### src/core/qbp_map.vh
`ifndef QBP_MAP_VH
`define QBP_MAP_VH
// port latch reset value and the value forced into port 0 by bus use
`define QBP_LATCH_RST 8'hFF
`define QBP_P0_EXT_FILL 8'hFF
// bit positions of alternate functions on port 1
`define QBP_P1_T2_CLK 0
`define QBP_P1_T2_RELOAD 1
// bit positions of alternate functions on port 3
`define QBP_P3_SER_IN 0
`define QBP_P3_SER_OUT 1
`define QBP_P3_EXT_INTERRUPT_ZERO_PIN 2
`define QBP_P3_EXT_INTERRUPT_ONE_PIN 3
`define QBP_P3_T0_CLK 4
`define QBP_P3_T1_CLK 5
`define QBP_P3_WR_STB 6
`define QBP_P3_RD_STB 7
// port numbers as used on the strobe vectors
`define QBP_PORT0 0
`define QBP_PORT1 1
`define QBP_PORT2 2
`define QBP_PORT3 3
`endif

### src/core/qbp_port_top.v
`timescale 1ns/1ps
`include "qbp_map.vh"
module qbp_port_top (
  input wire sys_clk, // 250 MHz core clock
  input wire rst_n, // synchronous reset, active low
  // core timing slots, one-cycle pulses
  input wire s6p2, // state 6 phase 2 slot
  input wire ph1, // phase 1 slot of any state
  input wire state1_phase1_slot, // state 1 phase 1 slot
  input wire state1_phase2_slot, // state 1 phase 2 slot
  // internal bus side
  input wire [3:0] wr_port, // byte write strobe per port
  input wire [3:0] bit_wr_port, // single-bit write strobe per port
  input wire [2:0] bit_idx, // bit addressed by a bit write
  input wire bit_val, // value for the addressed bit
  input wire [7:0] bus_wdata, // byte from internal bus
  input wire [3:0] rd_port, // read strobe per port
  input wire rd_rmw, // read belongs to a read-modify-write
  output reg [7:0] bus_rdata_r, // byte returned to the bus
  output reg bus_rvalid_r, // one-cycle pulse with bus_rdata_r
  // external memory control
  input wire ext_mem, // external access in progress
  input wire ext_addr16, // access uses a 16-bit address
  input wire ext_drive, // port 0 emits address or write data
  input wire [7:0] mux_addr_data_low, // low address or write data
  input wire [7:0] addr_high_byte, // high address byte
  output reg [7:0] ext_rdata_r, // byte sampled from port 0 pins
  // port 0 pins
  input wire [7:0] p0_pin_i, // pin level
  output reg [7:0] p0_pin_o, // driven level
  output reg [7:0] p0_pin_oe, // drive enable, high drives
  output reg [7:0] p0_pullup_r, // port 0 pullup on
  // port 1 pins
  input wire [7:0] p1_pin_i, // pin level
  output wire [7:0] p1_pin_o, // driven level, always low
  output wire [7:0] p1_pin_oe, // low-side driver on
  output wire [7:0] p1_pu_strong, // strong_pullup_pulse
  output wire [7:0] p1_pu_weak, // weak_keeper_pullup
  output wire [7:0] p1_pu_vweak, // very_weak_pullup
  // port 2 pins
  input wire [7:0] p2_pin_i, // pin level
  output wire [7:0] p2_pin_o, // driven level, always low
  output wire [7:0] p2_pin_oe, // low-side driver on
  output wire [7:0] p2_pu_strong, // strong_pullup_pulse
  output wire [7:0] p2_pu_weak, // weak_keeper_pullup
  output wire [7:0] p2_pu_vweak, // very_weak_pullup
  // port 3 pins
  input wire [7:0] p3_pin_i, // pin level
  output wire [7:0] p3_pin_o, // driven level, always low
  output wire [7:0] p3_pin_oe, // low-side driver on
  output wire [7:0] p3_pu_strong, // strong_pullup_pulse
  output wire [7:0] p3_pu_weak, // weak_keeper_pullup
  output wire [7:0] p3_pu_vweak, // very_weak_pullup
  // alternate output functions
  input wire timer_two_clock_out, // timer 2 clock out
  input wire serial_out_alt, // serial port output
  input wire wr_strobe_alt_n, // external write strobe, active low
  input wire rd_strobe_alt_n, // external read strobe, active low
  // alternate input functions
  output wire timer_two_clock_pin, // timer 2 clock in
  output wire timer_two_reload_capture_pin, // timer 2 reload/capture
  output wire serial_in_pin, // serial port input
  output wire ext_interrupt_zero_pin, // external interrupt 0
  output wire ext_interrupt_one_pin, // external interrupt 1
  output wire timer_zero_clock_pin, // timer 0 clock in
  output wire timer_one_clock_pin // timer 1 clock in
);
  reg [7:0] port_zero_latch;
  reg [7:0] port_one_latch;
  reg [7:0] port_two_latch;
  reg [7:0] port_three_latch;
  reg [7:0] port_zero_nxt;
  reg [7:0] port_one_nxt;
  reg [7:0] port_two_nxt;
  reg [7:0] port_three_nxt;
  reg [7:0] rdata_nxt;
  wire [7:0] p0_sync;
  wire [7:0] p1_sync;
  wire [7:0] p2_sync;
  wire [7:0] p3_sync;
  wire [7:0] p1_alt_out;
  wire [7:0] p3_alt_out;
  wire [7:0] p1_drive;
  wire [7:0] p2_drive;
  wire [7:0] p3_drive;
  wire [7:0] p2_force;
  wire p2_addr_mode;
  wire [3:0] rd_latch;
  wire [3:0] rd_pin;

  // every pin passes two flops before anything reads it
  qbp_sync2 u_sync0 (
    .sys_clk(sys_clk),
    .rst_n(rst_n),
    .async_in(p0_pin_i),
    .sync_out(p0_sync)
  );
  qbp_sync2 u_sync1 (
    .sys_clk(sys_clk),
    .rst_n(rst_n),
    .async_in(p1_pin_i),
    .sync_out(p1_sync)
  );
  qbp_sync2 u_sync2 (
    .sys_clk(sys_clk),
    .rst_n(rst_n),
    .async_in(p2_pin_i),
    .sync_out(p2_sync)
  );
  qbp_sync2 u_sync3 (
    .sys_clk(sys_clk),
    .rst_n(rst_n),
    .async_in(p3_pin_i),
    .sync_out(p3_sync)
  );

  // a byte write and a bit write share the latch path
  function [7:0] qbp_upd;
    input [7:0] cur;
    input wr;
    input bwr;
    input [7:0] wdata;
    input [2:0] idx;
    input val;
    reg [7:0] tmp;
    begin
      tmp = cur;
      if (s6p2 && wr)
        tmp = wdata;
      else if (s6p2 && bwr)
        tmp[idx] = val;
      qbp_upd = tmp;
    end
  endfunction

  always @* begin
    port_zero_nxt = qbp_upd(port_zero_latch, wr_port[`QBP_PORT0],
      bit_wr_port[`QBP_PORT0], bus_wdata, bit_idx, bit_val);
    // bus use wipes port 0 so the pins float when it ends
    if (ext_mem)
      port_zero_nxt = `QBP_P0_EXT_FILL;
    port_one_nxt = qbp_upd(port_one_latch, wr_port[`QBP_PORT1],
      bit_wr_port[`QBP_PORT1], bus_wdata, bit_idx, bit_val);
    // port 2 keeps its content through a bus access
    port_two_nxt = qbp_upd(port_two_latch, wr_port[`QBP_PORT2],
      bit_wr_port[`QBP_PORT2], bus_wdata, bit_idx, bit_val);
    port_three_nxt = qbp_upd(port_three_latch, wr_port[`QBP_PORT3],
      bit_wr_port[`QBP_PORT3], bus_wdata, bit_idx, bit_val);
  end

  always @(posedge sys_clk) begin
    if (!rst_n) begin
      port_zero_latch <= `QBP_LATCH_RST;
      port_one_latch <= `QBP_LATCH_RST;
      port_two_latch <= `QBP_LATCH_RST;
      port_three_latch <= `QBP_LATCH_RST;
    end else begin
      port_zero_latch <= port_zero_nxt;
      port_one_latch <= port_one_nxt;
      port_two_latch <= port_two_nxt;
      port_three_latch <= port_three_nxt;
    end
  end

  // read path: the rmw class sees the latch, others see the pin
  assign rd_latch = rd_port & {4{rd_rmw}};
  assign rd_pin = rd_port & {4{~rd_rmw}};

  always @* begin
    rdata_nxt = 8'h00;
    if (rd_latch[`QBP_PORT0])
      rdata_nxt = port_zero_latch;
    else if (rd_latch[`QBP_PORT1])
      rdata_nxt = port_one_latch;
    else if (rd_latch[`QBP_PORT2])
      rdata_nxt = port_two_latch;
    else if (rd_latch[`QBP_PORT3])
      rdata_nxt = port_three_latch;
    else if (rd_pin[`QBP_PORT0])
      rdata_nxt = p0_sync;
    else if (rd_pin[`QBP_PORT1])
      rdata_nxt = p1_sync;
    else if (rd_pin[`QBP_PORT2])
      rdata_nxt = p2_sync;
    else if (rd_pin[`QBP_PORT3])
      rdata_nxt = p3_sync;
  end

  always @(posedge sys_clk) begin
    if (!rst_n) begin
      bus_rdata_r <= 8'h00;
      bus_rvalid_r <= 1'b0;
      ext_rdata_r <= 8'h00;
    end else begin
      bus_rdata_r <= rdata_nxt;
      bus_rvalid_r <= |rd_port;
      // port 0 input buffers carry read data in bus mode
      if (ext_mem && !ext_drive)
        ext_rdata_r <= p0_sync;
    end
  end

  // port 0: true bidirectional, no pullup outside bus mode
  always @(posedge sys_clk) begin
    if (!rst_n) begin
      p0_pin_o <= 8'h00;
      p0_pin_oe <= 8'h00;
      p0_pullup_r <= 8'h00;
    end else if (ph1) begin
      if (ext_mem && ext_drive) begin
        p0_pin_o <= mux_addr_data_low;
        p0_pin_oe <= 8'hFF;
        p0_pullup_r <= mux_addr_data_low;
      end else if (ext_mem) begin
        p0_pin_o <= 8'h00;
        p0_pin_oe <= 8'h00;
        p0_pullup_r <= 8'h00;
      end else begin
        // a one leaves both drivers off: open drain or input
        p0_pin_o <= 8'h00;
        p0_pin_oe <= ~port_zero_latch;
        p0_pullup_r <= 8'h00;
      end
    end
  end

  // alternate outputs idle high, so unused bits follow the latch
  assign p1_alt_out = {6'h3F, 1'b1, timer_two_clock_out};
  assign p3_alt_out = {rd_strobe_alt_n, wr_strobe_alt_n, 4'hF,
    serial_out_alt, 1'b1};

  // a zero latch pins the bit low whatever the alternate does
  assign p1_drive = port_one_latch & p1_alt_out;
  assign p3_drive = port_three_latch & p3_alt_out;

  // 8-bit addressed accesses leave port 2 on its latch
  assign p2_addr_mode = ext_mem & ext_addr16;
  assign p2_drive = p2_addr_mode ? addr_high_byte : port_two_latch;
  // address ones are emitted with the strong pullup held on
  assign p2_force = p2_addr_mode ? addr_high_byte : 8'h00;

  qbp_qport u_qp1 (
    .sys_clk(sys_clk),
    .rst_n(rst_n),
    .ph1(ph1),
    .state1_phase1_slot(state1_phase1_slot),
    .state1_phase2_slot(state1_phase2_slot),
    .drive_val(p1_drive),
    .force_strong(8'h00),
    .pin_sync(p1_sync),
    .drv_low_r(p1_pin_oe),
    .pu_strong_r(p1_pu_strong),
    .pu_weak_r(p1_pu_weak),
    .pu_vweak_r(p1_pu_vweak)
  );
  qbp_qport u_qp2 (
    .sys_clk(sys_clk),
    .rst_n(rst_n),
    .ph1(ph1),
    .state1_phase1_slot(state1_phase1_slot),
    .state1_phase2_slot(state1_phase2_slot),
    .drive_val(p2_drive),
    .force_strong(p2_force),
    .pin_sync(p2_sync),
    .drv_low_r(p2_pin_oe),
    .pu_strong_r(p2_pu_strong),
    .pu_weak_r(p2_pu_weak),
    .pu_vweak_r(p2_pu_vweak)
  );
  qbp_qport u_qp3 (
    .sys_clk(sys_clk),
    .rst_n(rst_n),
    .ph1(ph1),
    .state1_phase1_slot(state1_phase1_slot),
    .state1_phase2_slot(state1_phase2_slot),
    .drive_val(p3_drive),
    .force_strong(8'h00),
    .pin_sync(p3_sync),
    .drv_low_r(p3_pin_oe),
    .pu_strong_r(p3_pu_strong),
    .pu_weak_r(p3_pu_weak),
    .pu_vweak_r(p3_pu_vweak)
  );

  // quasi ports only ever pull low; highs come from the pullups
  assign p1_pin_o = 8'h00;
  assign p2_pin_o = 8'h00;
  assign p3_pin_o = 8'h00;

  // alternate inputs see the real pin, not the latch
  assign timer_two_clock_pin = p1_sync[`QBP_P1_T2_CLK];
  assign timer_two_reload_capture_pin =
    p1_sync[`QBP_P1_T2_RELOAD];
  assign serial_in_pin = p3_sync[`QBP_P3_SER_IN];
  assign ext_interrupt_zero_pin = p3_sync[`QBP_P3_EXT_INTERRUPT_ZERO_PIN];
  assign ext_interrupt_one_pin = p3_sync[`QBP_P3_EXT_INTERRUPT_ONE_PIN];
  assign timer_zero_clock_pin = p3_sync[`QBP_P3_T0_CLK];
  assign timer_one_clock_pin = p3_sync[`QBP_P3_T1_CLK];
endmodule // qbp_port_top

### src/core/qbp_qport.v
`timescale 1ns/1ps
module qbp_qport (
  input wire sys_clk, // core clock
  input wire rst_n, // synchronous reset, active low
  input wire ph1, // phase 1 slot of any state
  input wire state1_phase1_slot, // state 1 phase 1 slot
  input wire state1_phase2_slot, // state 1 phase 2 slot
  input wire [7:0] drive_val, // level the port wants on each pin
  input wire [7:0] force_strong, // hold strong pullup (address ones)
  input wire [7:0] pin_sync, // synchronised pin levels
  output reg [7:0] drv_low_r, // low-side driver on
  output reg [7:0] pu_strong_r, // strong pullup pulse
  output reg [7:0] pu_weak_r, // weak keeper pullup
  output reg [7:0] pu_vweak_r // very weak pullup
);
  reg [7:0] buf_r;

  genvar i;
  generate
    for (i = 0; i < 8; i = i + 1) begin : g_bit
      always @(posedge sys_clk) begin
        if (!rst_n) begin
          buf_r[i] <= 1'b1;
          drv_low_r[i] <= 1'b0;
          pu_vweak_r[i] <= 1'b1;
          pu_strong_r[i] <= 1'b0;
          pu_weak_r[i] <= 1'b1;
        end else begin
          // buffer looks at the latch only in phase 1, holds in phase 2
          if (ph1) begin
            buf_r[i] <= drive_val[i];
            drv_low_r[i] <= ~drive_val[i];
            pu_vweak_r[i] <= drive_val[i];
          end
          // boost for a rise seen at state1_phase1_slot, kept through state1_phase2_slot, or held on while force_strong is set
          if (force_strong[i])
            pu_strong_r[i] <= 1'b1;
          else if (state1_phase1_slot)
            pu_strong_r[i] <= drive_val[i] & ~buf_r[i];
          else if (!state1_phase2_slot)
            pu_strong_r[i] <= 1'b0;
          pu_weak_r[i] <= pin_sync[i];
        end
      end
    end
  endgenerate
endmodule // qbp_qport

### src/core/qbp_sync2.v
`timescale 1ns/1ps
module qbp_sync2 (
  input wire sys_clk, // core clock
  input wire rst_n, // synchronous reset, active low
  input wire [7:0] async_in, // raw pin levels
  output reg [7:0] sync_out // levels after two flops
);
  reg [7:0] meta_r;

  // reset to ones: an idle pin with pullups reads high
  always @(posedge sys_clk) begin
    if (!rst_n) begin
      meta_r <= 8'hFF;
      sync_out <= 8'hFF;
    end else begin
      meta_r <= async_in;
      sync_out <= meta_r;
    end
  end
endmodule // qbp_sync2

### config.mk
export PLATFORM = sky130hd
export DESIGN_NAME = qbp_port_top
export DESIGN_NICKNAME = d
export VERILOG_FILES = /design/src/core/qbp_port_top.v /design/src/core/qbp_qport.v /design/src/core/qbp_sync2.v
export VERILOG_INCLUDE_DIRS = /design/src /design/src/core
export SDC_FILE = /design/constraint.sdc
export NUM_CORES = 1
export LEC_CHECK = 0
export BUFFER_PORTS_ARGS = -buffer_cell sky130_fd_sc_hd__buf_2
export CORE_MARGIN = 3
export CORE_UTILIZATION = 25
export CTS_CLUSTER_SIZE = 8
export DETAILED_ROUTE_END_ITERATION = 10
export PLACE_DENSITY = 0.44
export SKIP_LAST_GASP = 1
export SYNTH_ARGS = -nofsm -noshare
export SYNTH_HDL_FRONTEND = slang
export SYNTH_SLANG_ARGS = --single-unit
export TNS_END_PERCENT = 30
### constraint.sdc
create_clock -name sys_clk -period 1.5 [get_ports sys_clk]
set_clock_uncertainty 0.1 [all_clocks]
set_input_delay 0.45 -clock sys_clk [delete_from_list [all_inputs] [get_ports sys_clk]]
set_output_delay 0.45 -clock sys_clk [all_outputs]
set_load 0.005 [all_outputs]
==> impl_metrics.env, run 1 <==
export IMPL_run_status="finished, violations left"
export IMPL_violations="negative setup slack"
export IMPL_root_buffer="clkbuf_16"
export IMPL_layout_setup_ws_ns=-0.006403
export IMPL_gp_congestion=0.8628
export IMPL_final_max_slew_viol_count=0
export IMPL_dieArea_um2=37030
export IMPL_yosysTopAreaCellShare_pct=51.84
export IMPL_setup_violations=4
export IMPL_grt_max_degree=65
export IMPL_layout_drive_gt1_share_pct=36.00
export IMPL_leakage_nw=5.029
export IMPL_first_iter_violations=367
export IMPL_synthMuxAreaShare_pct=1.051
export IMPL_io_buffers=229
export IMPL_max_cap_viol_count=0
export IMPL_place_area_um2=10790
export IMPL_grt_overflow_total=0
export IMPL_worstSkewPairLatency_ns=0.50
export IMPL_grt_setup_unrepaired="yes"
export IMPL_grt_pass1_vias=7689
export IMPL_fill_cells=3564
export IMPL_max_freq_mhz=663.8
export IMPL_start_kind="register"
export IMPL_cts_buffers=34
export IMPL_synth_top_area_cell="dfxtp_1"
export IMPL_fp_coreArea_um2=33870
export IMPL_first_pass_iters=5
export IMPL_wirelength_um=30880
export IMPL_critPathRequiredTime_ns=0.95
export IMPL_path_buf_inv=1
export IMPL_grt_use_total_pct=16.18
export IMPL_slew_headroom_pct=62.10
export IMPL_hold_viol=0
export IMPL_r2r_slack_ns=0.13
export IMPL_path_delay_family="flip-flops"
export IMPL_syn_inst=953
export IMPL_dominantRegCellSynth="dfxtp_1"
export IMPL_syn_avg_cell_area_um2=9.117
export IMPL_die_x_um=192.4
export IMPL_hold_buffers=0
export IMPL_path_cells="buf_2"
export IMPL_synthSimpleGateAreaFrac_pct=25.43
export IMPL_final_antenna_net_count=0
export IMPL_finish_utilization_pct=35.96
export IMPL_stdcell_count=1712
export IMPL_cts_buffer_depth=3
export IMPL_syn_area_um2=8688
export IMPL_synth_edff_count=0
export IMPL_io_pins=254
export IMPL_synthTopCellsByArea="dfxtp_1, nand2b_1, a21oi_1"
export IMPL_diodes=0
export IMPL_vias_per_cell=4.559
export IMPL_synth_warnings=0
export IMPL_hold_class="in -> reg"
export IMPL_initial_core_util_pct=25.65
export IMPL_std_cell_rows=67
export IMPL_num_vias=7805
export IMPL_grt_pass1_wl_um=45770
export IMPL_synth_seq_cells=225
export IMPL_synth_xor_area_share_pct=0
export IMPL_ys_types=47
export IMPL_h_tree_depth=2
export IMPL_async_reset_ff_share_pct=0
export IMPL_nets=1347
export IMPL_slowest_delay_ns=0.34
export IMPL_synth_seq_area_share_pct=51.84
export IMPL_wire_per_inst_um=18.04
export IMPL_area_growth_pct=40.16
export IMPL_tightest_slew_ns=0.5673
export IMPL_dp_hpwl_um=23390
export IMPL_final_cell_area_um2=12180
export IMPL_cts_sinks=225
export IMPL_synth_top_family_by_area="simple AND/OR/NAND/NOR gates"
export IMPL_p_per_area_nw_per_um2=1216
export IMPL_die_y_um=192.4
export IMPL_cts_tree="done"
export IMPL_cp_max_fo=2
export IMPL_place_inst=1649
export IMPL_period_share_pct=100.4
export IMPL_slowest_stage="dfxtp_1"
export IMPL_antenna_found_initial=2
export IMPL_worst_setup_path_type="reg -> out"
export IMPL_critPathArrivalTime_ns=0.96
export IMPL_clkTransAtPathRegs_ns=0.05
export IMPL_peakVddDrop_uv=562.9
export IMPL_synth_most_common_cell="dfxtp_1"
export IMPL_synthTopCellsByCount="dfxtp_1, nand2b_1, nand2_1, a21oi_1, o21ai_0"
export IMPL_synth_compound_area_share_pct=15.44
export IMPL_drc=0
export IMPL_synthAdderAreaFrac_pct=0
export IMPL_endpoint_kind="output port"
export IMPL_fin_crit_ns=1.506
export IMPL_timing_hold_ws_ns=0.03217
-- routing by layer --
| metal | global-route usage [%] | routed length (um) | vias to the layer above |
|---|---|---|---|
| li1 | - | - | 3855 |
| met1 | 21.29 | 13800 | 3610 |
| met5 | 0 | 23 | - |
| met2 | 26.29 | 14070 | 282 |
| met3 | 4.124 | 2269 | 54 |
| met4 | 4.511 | 723 | 4 |
-- kinds of logic after synthesis --
logic type / after synthesis
AND/OR/NAND/NOR: 397
flip-flops: 225
AO/OA/AOI/OAI: 218
buffers and inverters: 103
multiplexers: 9
other: 1
-- cells in the final DEF (no fill, tap or decap), types with 3 or more instances in the layout --
master | netlist | final
dfxtp_1 | 225 | 167
buf_6 | 1 | 32
o21ai_0 | 57 | 57
nand2_1 | 84 | 84
buf_2 | 16 | 196
o211ai_1 | 8 | 8
o22ai_1 | 15 | 15
clkbuf_16 | 0 | 35
o31a_1 | 4 | 4
nor3b_1 | 5 | 5
mux2i_1 | 8 | 8
a2111oi_1 | 5 | 5
o21a_1 | 11 | 11
nand3_1 | 34 | 34
nand4b_1 | 4 | 4
inv_1 | 3 | 3
nand2b_1 | 131 | 131
buf_12 | 0 | 9
and2_1 | 5 | 5
nor2_1 | 39 | 39
a31oi_1 | 9 | 9
dfxtp_2 | 0 | 56
o311ai_0 | 7 | 6
nor2b_1 | 20 | 20
o211a_1 | 4 | 4
nand3b_1 | 43 | 43
conb_1 | 1 | 24
buf_4 | 33 | 111
a21oi_1 | 76 | 76
nand4_1 | 21 | 21
a221oi_1 | 11 | 11
-- cell type report --
class / instances / area, um^2 / area share, %
Clock buffer: 36 / 889.6 / 7.305
Clock inverter: 3 / 36.28 / 0.2980
Inverter: 4 / 15.01 / 0.1233
Multi-Input combinational cell: 648 / 3740 / 30.71
Sequential cell: 225 / 4582 / 37.62
Tap cell: 448 / 560.5 / 4.603
Timing Repair Buffer: 348 / 2355 / 19.34
-- worst paths after layout --
| check | startpoint | to | cells past startpoint |
|---|---|---|---|
| worst max-delay path | ext_rdata_r[3] | ext_rdata_r[3] | 1 |
| worst min-delay path | p1_pin_i[5] | u_sync1.meta_r[5] | 2 |
| worst max register to register | port_two_latch[5] | bus_rdata_r[5] | 4 |
| worst min register to register | u_sync1.meta_r[4] | u_sync1.sync_out[4] | 1 |
-- report_power, final --
group	internal (mW)	total (mW)	switching, mW
logic	0.762	1.59	0.832
registers	6.29	6.47	0.182
clock network	4.17	6.74	2.57
total	11.2	14.8	3.58
-- repair_timing --
item | in CTS | in global routing
buffers inserted | 18 | 6
setup endpoints to repair | 98 | 126
resized for setup | 35 | 58
cloned | 0 | 0
-- per-stage QoR --
stage / total power [mW] / setup slack, ns / setup TNS (ns)
2_1_floorplan: 7.290 / -0.02993 / -0.1038
3_3_place_gp: 8.106 / -0.2632 / -6.326
3_5_place_dp: 8.109 / -0.2924 / -6.183
4_1_cts: 15.04 / -0.03798 / -1.631
5_1_grt: 15.52 / -0.04474 / -2.590
6_report: 14.81 / -0.006403 / -0.01058
(Power assumes the default switching activity.)
==> run 2: changes to the inputs <==
--- a/config.mk
+++ b/config.mk
@@ -6,7 +6,7 @@
 export SDC_FILE = /design/constraint.sdc
 export NUM_CORES = 1
 export LEC_CHECK = 0
-export BUFFER_PORTS_ARGS = -buffer_cell sky130_fd_sc_hd__buf_2
+export BUFFER_PORTS_ARGS = -buffer_cell sky130_fd_sc_hd__buf_4
 export CORE_MARGIN = 3
 export CORE_UTILIZATION = 25
 export CTS_CLUSTER_SIZE = 8
==> run 2 against run 1 <==
Against the previous run:
- the flow still finishes with violations (negative setup slack)
- final cell count rose by 0.82%
- worst setup slack about the same
- via count rose by 1.4%
- sequential share of layout area shrank 2.0 points
- count of clock-buffer cells in the layout is the same
- total power grew 1.9%
- critical path depth unchanged
- routed wire length up 1.3%
==> impl_metrics.env, run 2 (synthesis results as in run 1) <==
export IMPL_slowest_delay_ns=0.33
export IMPL_die_y_um=192.4
export IMPL_setup_violations=5
export IMPL_place_area_um2=11450
export IMPL_drc=0
export IMPL_path_cells="buf_4"
export IMPL_r2r_slack_ns=0.10
export IMPL_finish_utilization_pct=38.24
export IMPL_peakVddDrop_uv=640.5
export IMPL_final_cell_area_um2=12950
export IMPL_p_per_area_nw_per_um2=1165
export IMPL_critPathArrivalTime_ns=0.96
export IMPL_nets=1360
export IMPL_met1_length_um=13950
export IMPL_io_buffers=229
export IMPL_max_cap_viol_count=0
export IMPL_cts_sinks=225
export IMPL_wirelength_um=31290
export IMPL_std_cell_rows=67
export IMPL_cts_buffer_depth=3
export IMPL_final_cell_mix="buf_4, dfxtp_1, nand2b_1, dfxtp_2, nand2_1"
export IMPL_finalPower_mw=15.09
export IMPL_final_max_slew_viol_count=0
export IMPL_top_layer="met4"
export IMPL_first_pass_iters=5
export IMPL_gp_congestion=0.8477
export IMPL_h_tree_depth=2
export IMPL_timing_rr_start="port_two_latch[4]"
export IMPL_path_delay_family="flip-flops"
export IMPL_grt_pass1_vias=7978
export IMPL_dieArea_um2=37030
export IMPL_wl_met3_um=2308
export IMPL_io_pins=254
export IMPL_area_growth_pct=49.06
export IMPL_layout_setup_ws_ns=-0.006819
export IMPL_first_iter_violations=454
export IMPL_comb_power_share_pct=11.8
export IMPL_critPathRequiredTime_ns=0.95
export IMPL_period_share_pct=100.5
export IMPL_cts_tree="done"
export IMPL_worst_setup_path_type="reg -> out"
export IMPL_diodes=0
export IMPL_clkTransAtPathRegs_ns=0.05
export IMPL_path_buf_inv=1
export IMPL_dp_hpwl_um=23810
export IMPL_holdCritStartpoint="p2_pin_i[5]"
export IMPL_initial_core_util_pct=25.65
export IMPL_antenna_found_initial=0
export IMPL_run_status="finished, violations left"
export IMPL_power_frac_clock_pct=45.1
export IMPL_leakage_nw=5.297
export IMPL_p_sw_share_pct=23.90
export IMPL_grt_pass1_wl_um=47020
export IMPL_root_buffer="clkbuf_16"
export IMPL_final_antenna_net_count=0
export IMPL_wl_met2_um=14190
export IMPL_p_int_mw=11.49
export IMPL_fp_coreArea_um2=33870
export IMPL_max_freq_mhz=663.7
export IMPL_die_x_um=192.4
export IMPL_hold_viol=0
export IMPL_slowest_stage="dfxtp_2"
export IMPL_pwr_share_seq_pct=43.1
export IMPL_start_kind="register"
export IMPL_timing_hold_ws_ns=0.03203
export IMPL_grt_max_degree=76
export IMPL_layout_drive_gt1_share_pct=38.81
export IMPL_fill_cells=3493
export IMPL_grt_overflow_total=0
export IMPL_grt_setup_unrepaired="yes"
export IMPL_fin_crit_ns=1.507
export IMPL_p_sw_mw=3.607
export IMPL_cp_max_fo=3
export IMPL_num_vias=7914
export IMPL_grt_use_total_pct=16.50
export IMPL_startpoint="p0_pullup_r[5]"
export IMPL_final_common_cell="buf_4"
export IMPL_violations="negative setup slack"
export IMPL_worstSkewPairLatency_ns=0.50
export IMPL_wire_per_inst_um=18.13
export IMPL_hold_class="in -> reg"
export IMPL_endpoint_kind="output port"
export IMPL_vias_per_cell=4.585
export IMPL_cts_buffers=34
run 2: cell types whose count changed in the layout (fill, tap and decap cells not counted), moves of 28 or more:
cell	change
buf_2	-196
buf_4	+170
buf_6	+39
dfxtp_1	-28
dfxtp_2	+29
run 2: what timing repair did:
item | in CTS | in global routing
buffers inserted | 21 | 4
hold buffers | 0 | 0
endpoints found under the hold margin | 0 | 0
pin swaps | 0 | 0
gates resized for setup | 94 | 64
endpoints found under the setup margin | 122 | 139
run 2: final timing paths:
path                         end  depth (start not counted)
min            u_sync2.meta_r[5]                          2
min reg2reg  u_sync3.sync_out[6]                          1
max                  p0_pin_o[5]                          1
max reg2reg       bus_rdata_r[4]                          4
run 2: layer usage:
layer,track usage [%],vias up
li1,-,3888
met1,21.38,3695
met2,27.04,283
met3,4.105,48
met4,5.156,0
met5,0,-
run 2: power by group through the flow:
| stage | clock [mW] | sequential (mW) | combinational, mW |
|---|---|---|---|
| finish | 6.81 | 6.51 | 1.77 |
| global placement | 0 | 6.60 | 1.69 |
| CTS | 7.06 | 6.49 | 1.76 |
| global route | 7.29 | 6.53 | 1.95 |
| floorplan | 0 | 6.53 | 0.762 |
| detailed placement | 0 | 6.59 | 1.69 |
run 2: metrics by stage:
step,std cells,setup TNS [ns],worst slack [ns]
finish,1726,-0.01751,-0.006819
global route,1726,-2.371,-0.04036
CTS,1722,-1.569,-0.03112
detailed placement,1661,-3.741,-0.2270
global placement,1661,-3.350,-0.1934
floorplan,976,-0.1038,-0.02993
run 2: layout make-up:
cell class / instances / area, um^2 / area share [%]
multi-input combinational: 648 / 3740 / 28.88
clock buffer: 36 / 868.3 / 6.705
timing repair buffer: 361 / 3089 / 23.85
tap: 448 / 560.5 / 4.328
clock inverter: 4 / 63.81 / 0.4927
inverter: 4 / 15.01 / 0.1159
sequential: 225 / 4614 / 35.63
==> run 3: changes to the inputs <==
--- a/config.mk
+++ b/config.mk
@@ -11,9 +11,11 @@
 export CORE_UTILIZATION = 25
 export CTS_CLUSTER_SIZE = 8
 export DETAILED_ROUTE_END_ITERATION = 10
-export PLACE_DENSITY = 0.44
+export HOLD_SLACK_MARGIN = 0.1
+export PLACE_DENSITY = 0.42
 export SKIP_LAST_GASP = 1
 export SYNTH_ARGS = -nofsm -noshare
 export SYNTH_HDL_FRONTEND = slang
+export SYNTH_HIERARCHICAL = 1
 export SYNTH_SLANG_ARGS = --single-unit
 export TNS_END_PERCENT = 30
==> constraint.sdc (replaced) <==
create_clock -name sys_clk -period 1.4 [get_ports sys_clk]
set_clock_uncertainty 0.1 [all_clocks]
set_input_delay 0.42 -clock sys_clk [delete_from_list [all_inputs] [get_ports sys_clk]]
set_output_delay 0.42 -clock sys_clk [all_outputs]
set_load 0.005 [all_outputs]
==> run 3 against run 2 <==
Against the previous run:
- the flow still finishes with violations (negative setup slack)
- clock power up 6.9%
- worst hold slack improved by 0.10 ns
- register-to-register slack got worse by 0.07 ns
- critical path depth unchanged
- flip-flop and latch count unchanged
- sequential share of layout area decreased by 2.5 points
- highest routed layer unchanged
==> impl_metrics.env, run 3 <==
export IMPL_grt_pass1_vias=8064
export IMPL_stdcell_count=1802
export IMPL_grt_max_degree=49
export IMPL_leakage_nw=6.170
export IMPL_cp_max_fo=3
export IMPL_ys_types=56
export IMPL_initial_core_util_pct=25.68
export IMPL_worst_setup_path_type="reg -> out"
export IMPL_peakVddDrop_uv=735.2
export IMPL_antenna_found_initial=0
export IMPL_synth_edff_count=0
export IMPL_die_x_um=198.3
export IMPL_path_buf_inv=1
export IMPL_fin_crit_ns=1.482
export IMPL_fp_coreArea_um2=36000
export IMPL_syn_avg_cell_area_um2=9.652
export IMPL_synth_warnings=6
export IMPL_synth_most_common_cell="dfxtp_1"
export IMPL_h_tree_depth=2
export IMPL_final_cell_mix="buf_4, dfxtp_1, nand2b_1, dfxtp_2, nand2_1"
export IMPL_synth_seq_cells=225
export IMPL_path_delay_family="flip-flops"
export IMPL_die_y_um=198.3
export IMPL_gp_congestion=0.8004
export IMPL_syn_area_um2=9246
export IMPL_run_status="finished, violations left"
export IMPL_grt_setup_unrepaired="yes"
export IMPL_io_pins=254
export IMPL_synthTopCellsByArea="dfxtp_1, nand2b_1, and3b_1"
export IMPL_clkTransAtPathRegs_ns=0.05
export IMPL_wire_per_inst_um=18.11
export IMPL_cts_buffers=34
export IMPL_violations="negative setup slack"
export IMPL_layout_drive_gt1_share_pct=37.96
export IMPL_synthTopCellsByCount="dfxtp_1, nand2b_1, nand2_1, o21ai_0, nor2_1"
export IMPL_root_buffer="clkbuf_16"
export IMPL_dp_hpwl_um=24210
export IMPL_p_per_area_nw_per_um2=1179
export IMPL_path_cells="buf_6"
export IMPL_first_iter_violations=463
export IMPL_final_antenna_net_count=0
export IMPL_tightest_slew_ns=0.5554
export IMPL_first_pass_iters=5
export IMPL_max_freq_mhz=674.9
export IMPL_cts_tree="done"
export IMPL_synth_seq_area_share_pct=48.71
export IMPL_synth_top_area_cell="dfxtp_1"
export IMPL_max_cap_viol_count=0
export IMPL_worstSkewPairLatency_ns=0.50
export IMPL_vias_per_cell=4.550
export IMPL_critPathArrivalTime_ns=0.96
export IMPL_fill_cells=3660
export IMPL_area_growth_pct=50.62
export IMPL_place_inst=1693
export IMPL_io_buffers=229
export IMPL_dieArea_um2=39330
export IMPL_cts_sinks=225
export IMPL_endpoint_kind="output port"
export IMPL_slowest_stage="dfxtp_4"
export IMPL_period_share_pct=105.8
export IMPL_r2r_cells=5
export IMPL_hold_depth=3
export IMPL_nets=1421
export IMPL_hold_viol=0
export IMPL_dominantRegCellSynth="dfxtp_1"
export IMPL_diodes=0
export IMPL_std_cell_rows=69
export IMPL_drc=0
export IMPL_num_vias=8199
export IMPL_async_reset_ff_share_pct=0
export IMPL_slew_headroom_pct=62.45
export IMPL_yosysTopAreaCellShare_pct=48.71
export IMPL_grt_pass1_wl_um=48500
export IMPL_slowest_delay_ns=0.35
export IMPL_setup_violations=144
export IMPL_wirelength_um=32630
export IMPL_hold_class="in -> reg"
export IMPL_final_max_slew_viol_count=0
export IMPL_start_kind="register"
export IMPL_cp_depth=1
export IMPL_finish_utilization_pct=38.69
export IMPL_critPathRequiredTime_ns=0.88
export IMPL_grt_use_total_pct=15.93
export IMPL_final_common_cell="buf_4"
export IMPL_syn_inst=958
export IMPL_finalPower_mw=16.41
export IMPL_cts_buffer_depth=3
export IMPL_layout_setup_ws_ns=-0.08177
export IMPL_grt_overflow_total=0
==> run 3: metrics by stage <==
stage / TNS, ns / area [um^2] / setup WS, ns / hold slack, ns
floorplan: -2.338 / 9422 / -0.1819 / 0.2846
global placement: -15.48 / 12030 / -0.3828 / 0.2873
detailed placement: -16.71 / 12030 / -0.3134 / 0.2909
CTS: -11.79 / 13770 / -0.09925 / 0.1103
global route: -12.49 / 13930 / -0.1109 / 0.1305
finish: -7.349 / 13930 / -0.08177 / 0.1347
==> run 3: kinds of logic (layout without fill, tap and decap cells) <==
kind of cell	Yosys count	after routing	synth area share, %
AOI/OAI and AO/OA	206	206	15.87
buffers and inverters	111	455	6.712
DFF	225	225	48.71
muxes	30	30	3.261
other	1	40	0.04056
and+or+nand+nor	385	385	25.40
==> run 3: where the power goes <==
group / internal (mW) / leakage, nW / switching [mW]
clock: 4.45 / 0.454 / 2.84
sequential: 6.77 / 1.86 / 0.245
combinational: 1.19 / 3.85 / 0.922
==> run 3: repair_timing <==
action | CTS | global route
pin swaps | 0 | 0
gates resized for setup | 100 | 52
hold buffers | 43 | 0
endpoints found under the hold margin | 45 | 0
endpoints found under the setup margin | 144 | 145
setup buffers | 21 | 3
gates cloned | 0 | 0
==> run 3: path summary, 6_finish.rpt <==
path	startpoint	to	slack, ns
worst max-delay path	u_qp2/buf_r[5]	p2_pu_vweak[5]	-0.08
worst min-delay path	bus_wdata[3]	port_zero_latch[3]	0.13
worst max register to register	u_sync3/sync_out[0]	bus_rdata_r[0]	0.03
worst min register to register	u_sync0/meta_r[7]	u_sync0/sync_out[7]	0.30
==> run 3: cell type report <==
cell class	instances	area, um^2	area share [%]
flip-flops and latches	225	4616	33.14
multi-input cells	661	4280	30.73
repair buffers	395	3458	24.83
clock buffers	39	890.9	6.397
well taps	461	576.8	4.142
inverters	18	67.56	0.4851
clock inverters	3	37.54	0.2695
==> run 3: layer usage <==
metal / vias to the layer above / GRT usage, % / wire, um
met2: 257 / 26.89 / 15550
met3: 42 / 3.403 / 2032
met1: 3866 / 20.96 / 14480
li1: 4034 / - / -
met4: 0 / 3.512 / 568
met5: - / 0 / 0
==> run 3: tightest hold or removal path, delay by kind of cell <==
family | cells | cell delay (ns)
buffers and inverters | 1 | 0.11
AO/OA/AOI/OAI | 1 | 0.12
AND/OR/NAND/NOR | 1 | 0.05
